==> config.mk <==
export PLATFORM = sky130hd
export DESIGN_NAME = sync_off_pin
export DESIGN_NICKNAME = d
export VERILOG_FILES = /design/src/design/sync_off_pwm.sv /design/src/design/sync_off_pin.sv
export SDC_FILE = /design/constraint.sdc
export NUM_CORES = 1
export LEC_CHECK = 0
export BUFFER_PORTS_ARGS = -buffer_cell sky130_fd_sc_hd__clkbuf_2
export CORE_ASPECT_RATIO = 2
export CORE_MARGIN = 2
export CORE_UTILIZATION = 54
export CTS_CLUSTER_DIAMETER = 150
export DETAILED_ROUTE_END_ITERATION = 7
export GPL_TIMING_DRIVEN = 0
export PLACE_DENSITY = 0.88
export SETUP_SLACK_MARGIN = 0.15
export SYNTH_ARGS = -nofsm -noshare
export SYNTH_HDL_FRONTEND = slang
export SYNTH_SLANG_ARGS = --single-unit
export TNS_END_PERCENT = 100
==> constraint.sdc <==
create_clock -name sys_clk -period 5 [get_ports sys_clk]
set_input_delay 0.5 -clock sys_clk [delete_from_list [all_inputs] [get_ports sys_clk]]
set_output_delay 0.5 -clock sys_clk [all_outputs]
set_load 0.03 [all_outputs]
==> src/design/sync_off_pwm.sv <==
`timescale 1ns/100ps

package sync_off_pkg;

	// ------------------------------------------------------------
	// Register map and fields
	// ------------------------------------------------------------
	localparam int ADDR_W = 4;
	localparam logic [ADDR_W-1:0] OFS_CTRL = 4'h0;
	localparam logic [ADDR_W-1:0] OFS_PWM_PER = 4'h4;
	localparam logic [ADDR_W-1:0] OFS_PWM_HI = 4'h8;
	localparam logic [ADDR_W-1:0] OFS_STATUS = 4'hc;
	localparam int CTRL_FUNC_LSB = 0;
	localparam int CTRL_INV_BIT = 3;
	localparam int CTRL_OMODE_LSB = 4;
	localparam int PWM_W = 24;

	// ------------------------------------------------------------
	// Modes
	// ------------------------------------------------------------
	typedef enum logic [2:0] {
		FN_SYNC = 3'h1,
		FN_IN = 3'h2,
		FN_OUT = 3'h4
	} func_t;

	typedef enum logic [2:0] {
		OM_TRUE = 3'h1,
		OM_FALSE = 3'h2,
		OM_PWM = 3'h4
	} omode_t;

	// ------------------------------------------------------------
	// Reset values and timing
	// ------------------------------------------------------------
	localparam func_t FUNC_RST = FN_SYNC;
	localparam logic INV_RST = 1'h0;
	localparam omode_t OMODE_RST = OM_TRUE;
	localparam logic [PWM_W-1:0] PWM_PER_RST = 24'h0000c8;
	localparam logic [PWM_W-1:0] PWM_HI_RST = 24'h000064;
	localparam int CLK_PERIOD_NS = 5;
	localparam int PULSE_LOW_MIN_NS = 30000;
	// Least time, so round up
	localparam int PULSE_LOW_CYC =
		(PULSE_LOW_MIN_NS + CLK_PERIOD_NS - 1) / CLK_PERIOD_NS;
	localparam int CNT_W = 16;

	// ------------------------------------------------------------
	// State carriers
	// ------------------------------------------------------------
	typedef struct packed {
		func_t func;
		logic inv;
		omode_t omode;
		logic [PWM_W-1:0] pwm_per;
		logic [PWM_W-1:0] pwm_hi;
	} cfg_t;

	typedef struct packed {
		logic [PWM_W-1:0] cnt;
		logic lvl;
	} pwm_st_t;

	typedef struct packed {
		cfg_t cfg;
		logic meta;
		logic pin_s;
		logic on;
		logic [CNT_W-1:0] tx_cnt;
		logic [CNT_W-1:0] rx_cnt;
		logic pin_o;
		logic pin_oe;
		logic [31:0] rdata;
	} st_t;

	function automatic logic is_onehot3(input logic [2:0] v);
		return (v == 3'h1) || (v == 3'h2) || (v == 3'h4);
	endfunction

endpackage

module sync_pwm_gen
	import sync_off_pkg::*;
(
	input wire logic sys_clk,
	input wire logic srst,
	input wire logic en,
	input wire logic [PWM_W-1:0] per,
	input wire logic [PWM_W-1:0] hi,
	output logic lvl
);

	pwm_st_t s_q;
	pwm_st_t s_d;

	// Period in cycles is per (0 treated as 1), high time is hi
	always_comb begin
		s_d = s_q;
		if (!en || s_q.cnt + 24'h000001 >= per) begin
			s_d.cnt = '0;
		end else begin
			s_d.cnt = s_q.cnt + 24'h000001;
		end
		s_d.lvl = en && (s_d.cnt < hi);
	end

	always_ff @(posedge sys_clk) begin
		if (srst) begin
			s_q <= '0;
		end else begin
			s_q <= s_d;
		end
	end

	assign lvl = s_q.lvl;
endmodule

==> src/design/sync_off_pin.sv <==
`timescale 1ns/100ps

module sync_off_pin
	import sync_off_pkg::*;
#(
	parameter int PULSE_CYC = PULSE_LOW_CYC
) (
	input wire logic sys_clk,
	input wire logic srst,
	input wire logic [ADDR_W-1:0] addr,
	input wire logic [31:0] wdata,
	input wire logic wr,
	input wire logic rd,
	output logic [31:0] rdata,
	input wire logic sw_on,
	input wire logic sw_off,
	output logic input_on,
	input wire logic pin_i,
	output logic pin_o,
	output logic pin_oe
);

	// ------------------------------------------------------------
	// State
	// ------------------------------------------------------------
	localparam logic [CNT_W-1:0] PULSE_N = CNT_W'(PULSE_CYC);

	st_t s_q;
	st_t s_d;
	logic pwm_lvl;
	logic act_lvl;
	logic rx_act;
	logic rx_hit;

	sync_pwm_gen u_pwm (
		.sys_clk(sys_clk),
		.srst(srst),
		.en(s_q.cfg.func == FN_OUT && s_q.cfg.omode == OM_PWM),
		.per(s_q.cfg.pwm_per),
		.hi(s_q.cfg.pwm_hi),
		.lvl(pwm_lvl)
	);

	// ------------------------------------------------------------
	// Next state
	// ------------------------------------------------------------
	always_comb begin
		s_d = s_q;
		// Active pin level is low unless inverted
		act_lvl = s_q.cfg.inv;
		// Own pulse is masked so it cannot turn us off
		rx_act = (s_q.pin_s == act_lvl) && !s_q.pin_oe
			&& s_q.cfg.func == FN_SYNC;
		rx_hit = rx_act && (s_q.rx_cnt == PULSE_N - 16'h0001);

		s_d.meta = pin_i;
		s_d.pin_s = s_q.meta;

		if (!rx_act) begin
			s_d.rx_cnt = '0;
		end else if (s_q.rx_cnt != PULSE_N) begin
			s_d.rx_cnt = s_q.rx_cnt + 16'h0001;
		end

		// Off wins over on; a pulse while off is ignored
		if (sw_off || (rx_hit && s_q.on)) begin
			s_d.on = 1'b0;
		end else if (sw_on) begin
			s_d.on = 1'b1;
		end

		if (s_q.cfg.func != FN_SYNC) begin
			s_d.tx_cnt = '0;
		end else if (s_q.on && !s_d.on) begin
			s_d.tx_cnt = PULSE_N;
		end else if (s_q.tx_cnt != '0) begin
			s_d.tx_cnt = s_q.tx_cnt - 16'h0001;
		end

		s_d.pin_oe = 1'b0;
		s_d.pin_o = !act_lvl;
		unique case (s_q.cfg.func)
			FN_SYNC: begin
				s_d.pin_oe = s_d.tx_cnt != '0;
				s_d.pin_o = act_lvl;
			end
			FN_IN: begin
				s_d.pin_oe = 1'b0;
			end
			FN_OUT: begin
				s_d.pin_oe = 1'b1;
				unique case (s_q.cfg.omode)
					OM_TRUE: s_d.pin_o = act_lvl;
					OM_FALSE: s_d.pin_o = !act_lvl;
					OM_PWM: s_d.pin_o = pwm_lvl ~^ act_lvl;
					default: s_d.pin_o = !act_lvl;
				endcase
			end
			default: s_d.pin_oe = 1'b0;
		endcase

		// --------------------------------------------------------
		// Register port
		// --------------------------------------------------------
		s_d.rdata = '0;
		if (wr) begin
			unique case (addr)
				OFS_CTRL: begin
					// Illegal mode codes are dropped, keeping the old mode
					if (is_onehot3(wdata[CTRL_FUNC_LSB +: 3])) begin
						s_d.cfg.func = func_t'(wdata[CTRL_FUNC_LSB +: 3]);
					end
					s_d.cfg.inv = wdata[CTRL_INV_BIT];
					if (is_onehot3(wdata[CTRL_OMODE_LSB +: 3])) begin
						s_d.cfg.omode = omode_t'(wdata[CTRL_OMODE_LSB +: 3]);
					end
				end
				OFS_PWM_PER: s_d.cfg.pwm_per = wdata[PWM_W-1:0];
				OFS_PWM_HI: s_d.cfg.pwm_hi = wdata[PWM_W-1:0];
				default: s_d.cfg = s_q.cfg;
			endcase
		end
		if (rd) begin
			unique case (addr)
				OFS_CTRL: s_d.rdata = {25'h0000000, s_q.cfg.omode,
					s_q.cfg.inv, s_q.cfg.func};
				OFS_PWM_PER: s_d.rdata = {8'h00, s_q.cfg.pwm_per};
				OFS_PWM_HI: s_d.rdata = {8'h00, s_q.cfg.pwm_hi};
				OFS_STATUS: s_d.rdata = {28'h0000000, s_q.tx_cnt != '0,
					rx_act, s_q.pin_s, s_q.on};
				default: s_d.rdata = '0;
			endcase
		end
	end

	always_ff @(posedge sys_clk) begin
		if (srst) begin
			s_q <= '{cfg: '{func: FUNC_RST, inv: INV_RST, omode: OMODE_RST,
				pwm_per: PWM_PER_RST, pwm_hi: PWM_HI_RST},
				meta: 1'b1, pin_s: 1'b1, on: 1'b0, tx_cnt: '0, rx_cnt: '0,
				pin_o: 1'b1, pin_oe: 1'b0, rdata: '0};
		end else begin
			s_q <= s_d;
		end
	end

	assign rdata = s_q.rdata;
	assign input_on = s_q.on;
	assign pin_o = s_q.pin_o;
	assign pin_oe = s_q.pin_oe;

	logic [CNT_W-1:0] drv_len;
	always_ff @(posedge sys_clk) begin
		if (srst || !pin_oe) begin
			drv_len <= '0;
		end else if (drv_len != 16'hffff) begin
			drv_len <= drv_len + 16'h0001;
		end
	end
endmodule

After elaboration in Yosys (flattened, before gate mapping) --
Cells that the tools add are included.
Storage, ports and cells: register bits 149, input port bits 43, output and inout bits 35, word-level logic and storage cells 77
Operators by class: add/subtract/negate cells 3, order comparisons 2, equality and inequality tests 17, mux-type cells 10, bitwise gates (word level) 3, reduce and logical (&&, ||, !) cells 27
Operators with widths (count):
- 24-bit case mux with 4 select lines | 1
- 16-bit two-way mux | 3
- 16-bit nonzero test | 2
- 24-bit by 1-bit adder with 24-bit output (second input constant) | 1
- 24-bit greater-or-equal comparator | 1
- 24-bit < comparator | 1
- 24-bit two-way mux | 1
- 16-bit by 1-bit adder with 16-bit output (second input constant) | 1
- 16-bit by 13-bit equality test with 1-bit output (second input constant) | 1
- 16-bit by 13-bit != test with 1-bit output (second input constant) | 1
- 16-bit by 1-bit subtractor with 16-bit output (second input constant) | 1
- 3-bit by 1-bit equality test with 1-bit output (second input constant) | 4
- 3-bit equality test (second input constant) | 4
- 4-bit equality test (second input constant) | 2
- 1-bit logical AND | 7
- 3-bit by 2-bit equality test with 1-bit output (second input constant) | 2
- 1-bit logical OR | 6
- 1-bit case mux with 2 select lines | 3
- 2-bit AND reduction | 3
- 3-bit AND reduction | 2
- 4-bit by 3-bit equality test with 1-bit output (second input constant) | 1
- 1-bit logical NOT | 4
- 4-bit logical NOT | 1
- 2-bit OR reduction | 2
- other kinds (5) | 7

Logic depth before layout (Yosys ltp) --
depth in word-level cells 13, gate-level depth with buffers 25, gate-level depth less buffers 23

Modules after synthesis --
Synthesis repeated with hierarchy kept, for this count alone.
Second synthesis, totals: cell total of the unflattened synthesis 930, area total of the unflattened synthesis 7554.7 um^2
Modules (own cells, without submodules):
- sync_off_pin | instances 1, cells an instance 608, area an instance 4976.0 um^2, seq. area each 2322.2 um^2
- sync_pwm_gen | instances 1, cells an instance 322, area an instance 2578.7 um^2, seq. area each 500.5 um^2

Least setup slack after synthesis --
OpenSTA, ideal clock, no wires.
path kind reg2reg, start register u_pwm.s_q[3] (netlist name), end register u_pwm.s_q (netlist bit u_pwm.lvl), library setup time 0.060 ns, arrival time 4.721 ns, data required time 4.940 ns, slack 0.219 ns, stages on the path, launching flop included 24, buffers on the path 1, clock period less this slack 4.781 ns, path through dfxtp_1 -> nand4_1 -> nor3_1 -> and3_1 -> nand3_1 -> xor2_1 -> inv_1 -> ha_1 -> a21o_1 -> a21o_1 -> a2111o_1 -> a31oi_1 -> a2111oi_0 -> or2_2 -> clkbuf_1 -> nor2_1 -> ha_1 -> a21o_1 -> a21o_1 -> a211o_1 -> a221o_1 -> a21oi_1 -> o311ai_0 -> nand2_1
RTL lines:
- start, declared | line sync_off_pwm.sv:93 | pwm_st_t s_q;
- start signal, assigned | line sync_off_pwm.sv:109 | s_q <= '0;
- start signal, assigned | line sync_off_pwm.sv:111 | s_q <= s_d;

==> results.cfg <==
[final_layout]
layout.nets = 1136
drive_gt1_share_pct = 16.97
num_antenna_cells = 0
area_growth_syn_to_layout_pct = 18.48
final_util_pct = 65.42

[logic_synthesis]
netlist_area_sq_um = 7420
ys_warn_count = 0
synth_seq_cells = 141
yosysMostFrequentCell = nand2_1
synth_flop_cell = dfxtp_1
async_flop_share_pct = 0
synth_common_cells = 143 x nand2_1, 141 x dfxtp_1, 123 x nor2_1, 86 x a21oi_1, 80 x inv_1
synth_cells = 952
synth_area_leaders = dfxtp_1 38%, ha_1 8.6%, nand2_1 7.2%
post_synth.cell_area_avg_sq_um = 7.794
synth_edf_count = 0
synth-seq-area-share_pct = 38.04
synth_top_area_share_pct = 38.04
synth_cell_types = 55
yosysTopAreaCell = dfxtp_1

[setup_path]
path_max_fanout = 6
crit_path_frequent_cell = a21o_1
critical-path-max-stage-delay_ns = 0.47
crit_chain = nand4_1, nor3_4, and3_4, nand3_2, xor2_2, inv_2, ha_4, a21o_1, a21o_1, a2111o_1, nor2_2, a2111oi_4, or2_4, nor2_4, ha_4, a21o_1, a21o_1, a211o_1, a221o_1, a21oi_2, o311ai_1, nand2_1
crit_arrival_ns = 5.23
cp_slowest_cell = a2111o_1
end_kind = register
worstPathRequired_ns = 5.37
critical_path_class = reg2reg
critPathLaunchType = register

[route]
drtIter0Drc = 555
drc = 0
first_pass_iters = 5
vias_per_cell = 5.880
dr_total_vias = 7115
wl_per_cell_um = 17.59
drt.antenna.violating_nets = 0
wirelength_um = 21280

[place]
hpwl_um = 14790
gp_congestion = 0.9313
port_buffers = 57

[status]
outcome = finished, final reports clean

[floorplanning]
start_util_pct = 55.21
die_w_um = 86.89
std_cell_rows = 60
core_area_sq_um = 13440
io-pin-count = 78
die_h_um = 169.8
die_area_sq_um = 14750

[clock_network]
clk_transition_reported_paths_ns = 0.06
holdBufCountCts = 0
htree_levels = 4
cts_root_buffer = clkbuf_16
clock_path_buffers = 2
cts_tree = yes
cts_made_buffers = 17
clk-insertion-delay-late_ns = 0.43
clock-sinks = 141

[timing]
slew_viol_final = 0
final_hold_viol_count = 0
fin_skew_ns = 0.01098
slew_headroom_pct = 32.90
fin_crit_sh_pct = 97.24
max_freq_mhz = 205.7
worstMarginPinSlew_ns = 0.9981
finalCriticalPeriod_ns = 4.862
setup_viol = 0
tns_ns = 0

[grt]
grt_max_degree = 17
grt.total_usage_pct = 28.46
first_global_vias = 7053
antenna_found_initial = 0
gr-total-overflow = 0
grt_pass1_wl_um = 32480

[power]
p_per_area_nw_per_um2 = 344.9
power.leakage_nw = 3.632
vdd_drop_max_mv = 0.3560

[job]
max-cap-violations = 0

[worst_hold_path]
hp-class = in2reg
## through the flow
stage                     total power [W]  hold WS (ns)  cells  instance area (sq um)  setup WS (ns)
final                            0.003032        0.2509   1210                   8791         0.1379
after global routing             0.003148        0.2565   1210                   8791       -0.01126
after CTS                        0.003023        0.2461   1205                   8571         0.1544
after detailed placement         0.001811        0.3953   1171                   7925        -0.5031
after global placement           0.001800        0.3968   1171                   7925        -0.4220
after floorplan                  0.001677        0.3895    959                   7446         0.2191
## flip-flops by register name, indices dropped and copies added (netlist names)
register / cells
input_on: 1
pin_o: 1
u_pwm.lvl: 1
pin_oe: 1
rdata: 24
s_q: 87
u_pwm.s_q: 24
s_d: 1
act_lvl: 1
## critical path: cells and delay by family (launching register included)
family | cells | cell delay, ns
AO/OA/AOI/OAI | 10 | 2.22
XOR/XNOR | 1 | 0.22
adder cells (fa/ha/maj) | 2 | 0.43
buffers and inverters | 1 | 0.07
flip-flops | 1 | 0.35
AND/OR/NAND/NOR | 8 | 1.50
## report_power, final
group | internal, W | switching [W] | leakage, nW
sequential | 0.00117 | 0.0000637 | 1.14
combinational | 0.000226 | 0.000341 | 2.21
clock | 0.000661 | 0.000566 | 0.277
total | 0.00206 | 0.000971 | 3.63
## cells in the final DEF, fill, tap and decap left out, types with 4 or more instances in the layout
cell,Yosys,final
nor3_1,20,17
a21oi_1,86,84
nor4_1,9,8
clkbuf_2,0,57
conb_1,1,8
dfxtp_1,141,135
clkbuf_16,0,17
nor2_1,123,119
nand4_1,15,15
clkbuf_1,37,36
ha_1,51,48
inv_6,0,6
mux2i_1,4,4
nand3b_1,7,7
or3_1,7,7
xnor2_1,24,23
a21o_1,10,10
nor2b_1,10,9
buf_4,32,40
xor2_1,25,22
o21ai_0,12,12
a22oi_1,27,27
nand2_1,143,142
nand3_1,21,18
inv_1,80,79
and3_1,6,5
nor3b_1,4,4
or2_2,5,4
## cell type report
type / instances / area (sq um)
multi-input cells: 664 / 4121
inverters: 80 / 300.3
well taps: 155 / 193.9
repair buffers: 65 / 345.3
plain buffers: 73 / 419.2
flip-flops and latches: 141 / 2838
clock inverters: 15 / 147.6
clock buffers: 17 / 425.4
fillers: 1054 / 4647
## path summary, 6_finish.rpt
check               startpoint         to  slack (ns)  depth (start not counted)
setup reg to reg  u_pwm.s_q[4]  u_pwm.lvl        0.14                         22
setup / recovery  u_pwm.s_q[4]  u_pwm.lvl        0.14                         22
hold reg to reg        s_d[67]    s_q[67]        0.41                          1
hold / removal           pin_i    s_d[67]        0.25                          2
## cell families (layout without fill, tap and decap cells)
group,after synthesis,in the layout,share of synthesized area [%]
AO/OA/AOI/OAI,160,160,13.22
XOR/XNOR,49,49,5.784
adder cells (fa/ha/maj),51,51,8.600
buffers and inverters,154,250,9.578
flip-flops,141,141,38.04
multiplexers,4,4,0.5397
other,1,8,0.05054
AND/OR/NAND/NOR,392,392,24.18
## metal layers
metal  GRT usage (%)  share of wire [%]  vias to the layer above
met2           50.85                 52                      354
met5               0                  0                        -
li1                -                  -                     3332
met1           25.24                 33                     3296
met3           6.372                5.7                      133
met4           25.95                9.3                        0
## timing repair
| item | 4_1_cts | 5_1_grt |
|---|---|---|
| setup endpoints to repair | 1 | 1 |
| pin swaps | 4 | 17 |
| resized for setup | 16 | 36 |
| setup buffers | 3 | 5 |
(Power assumes the default switching activity.)
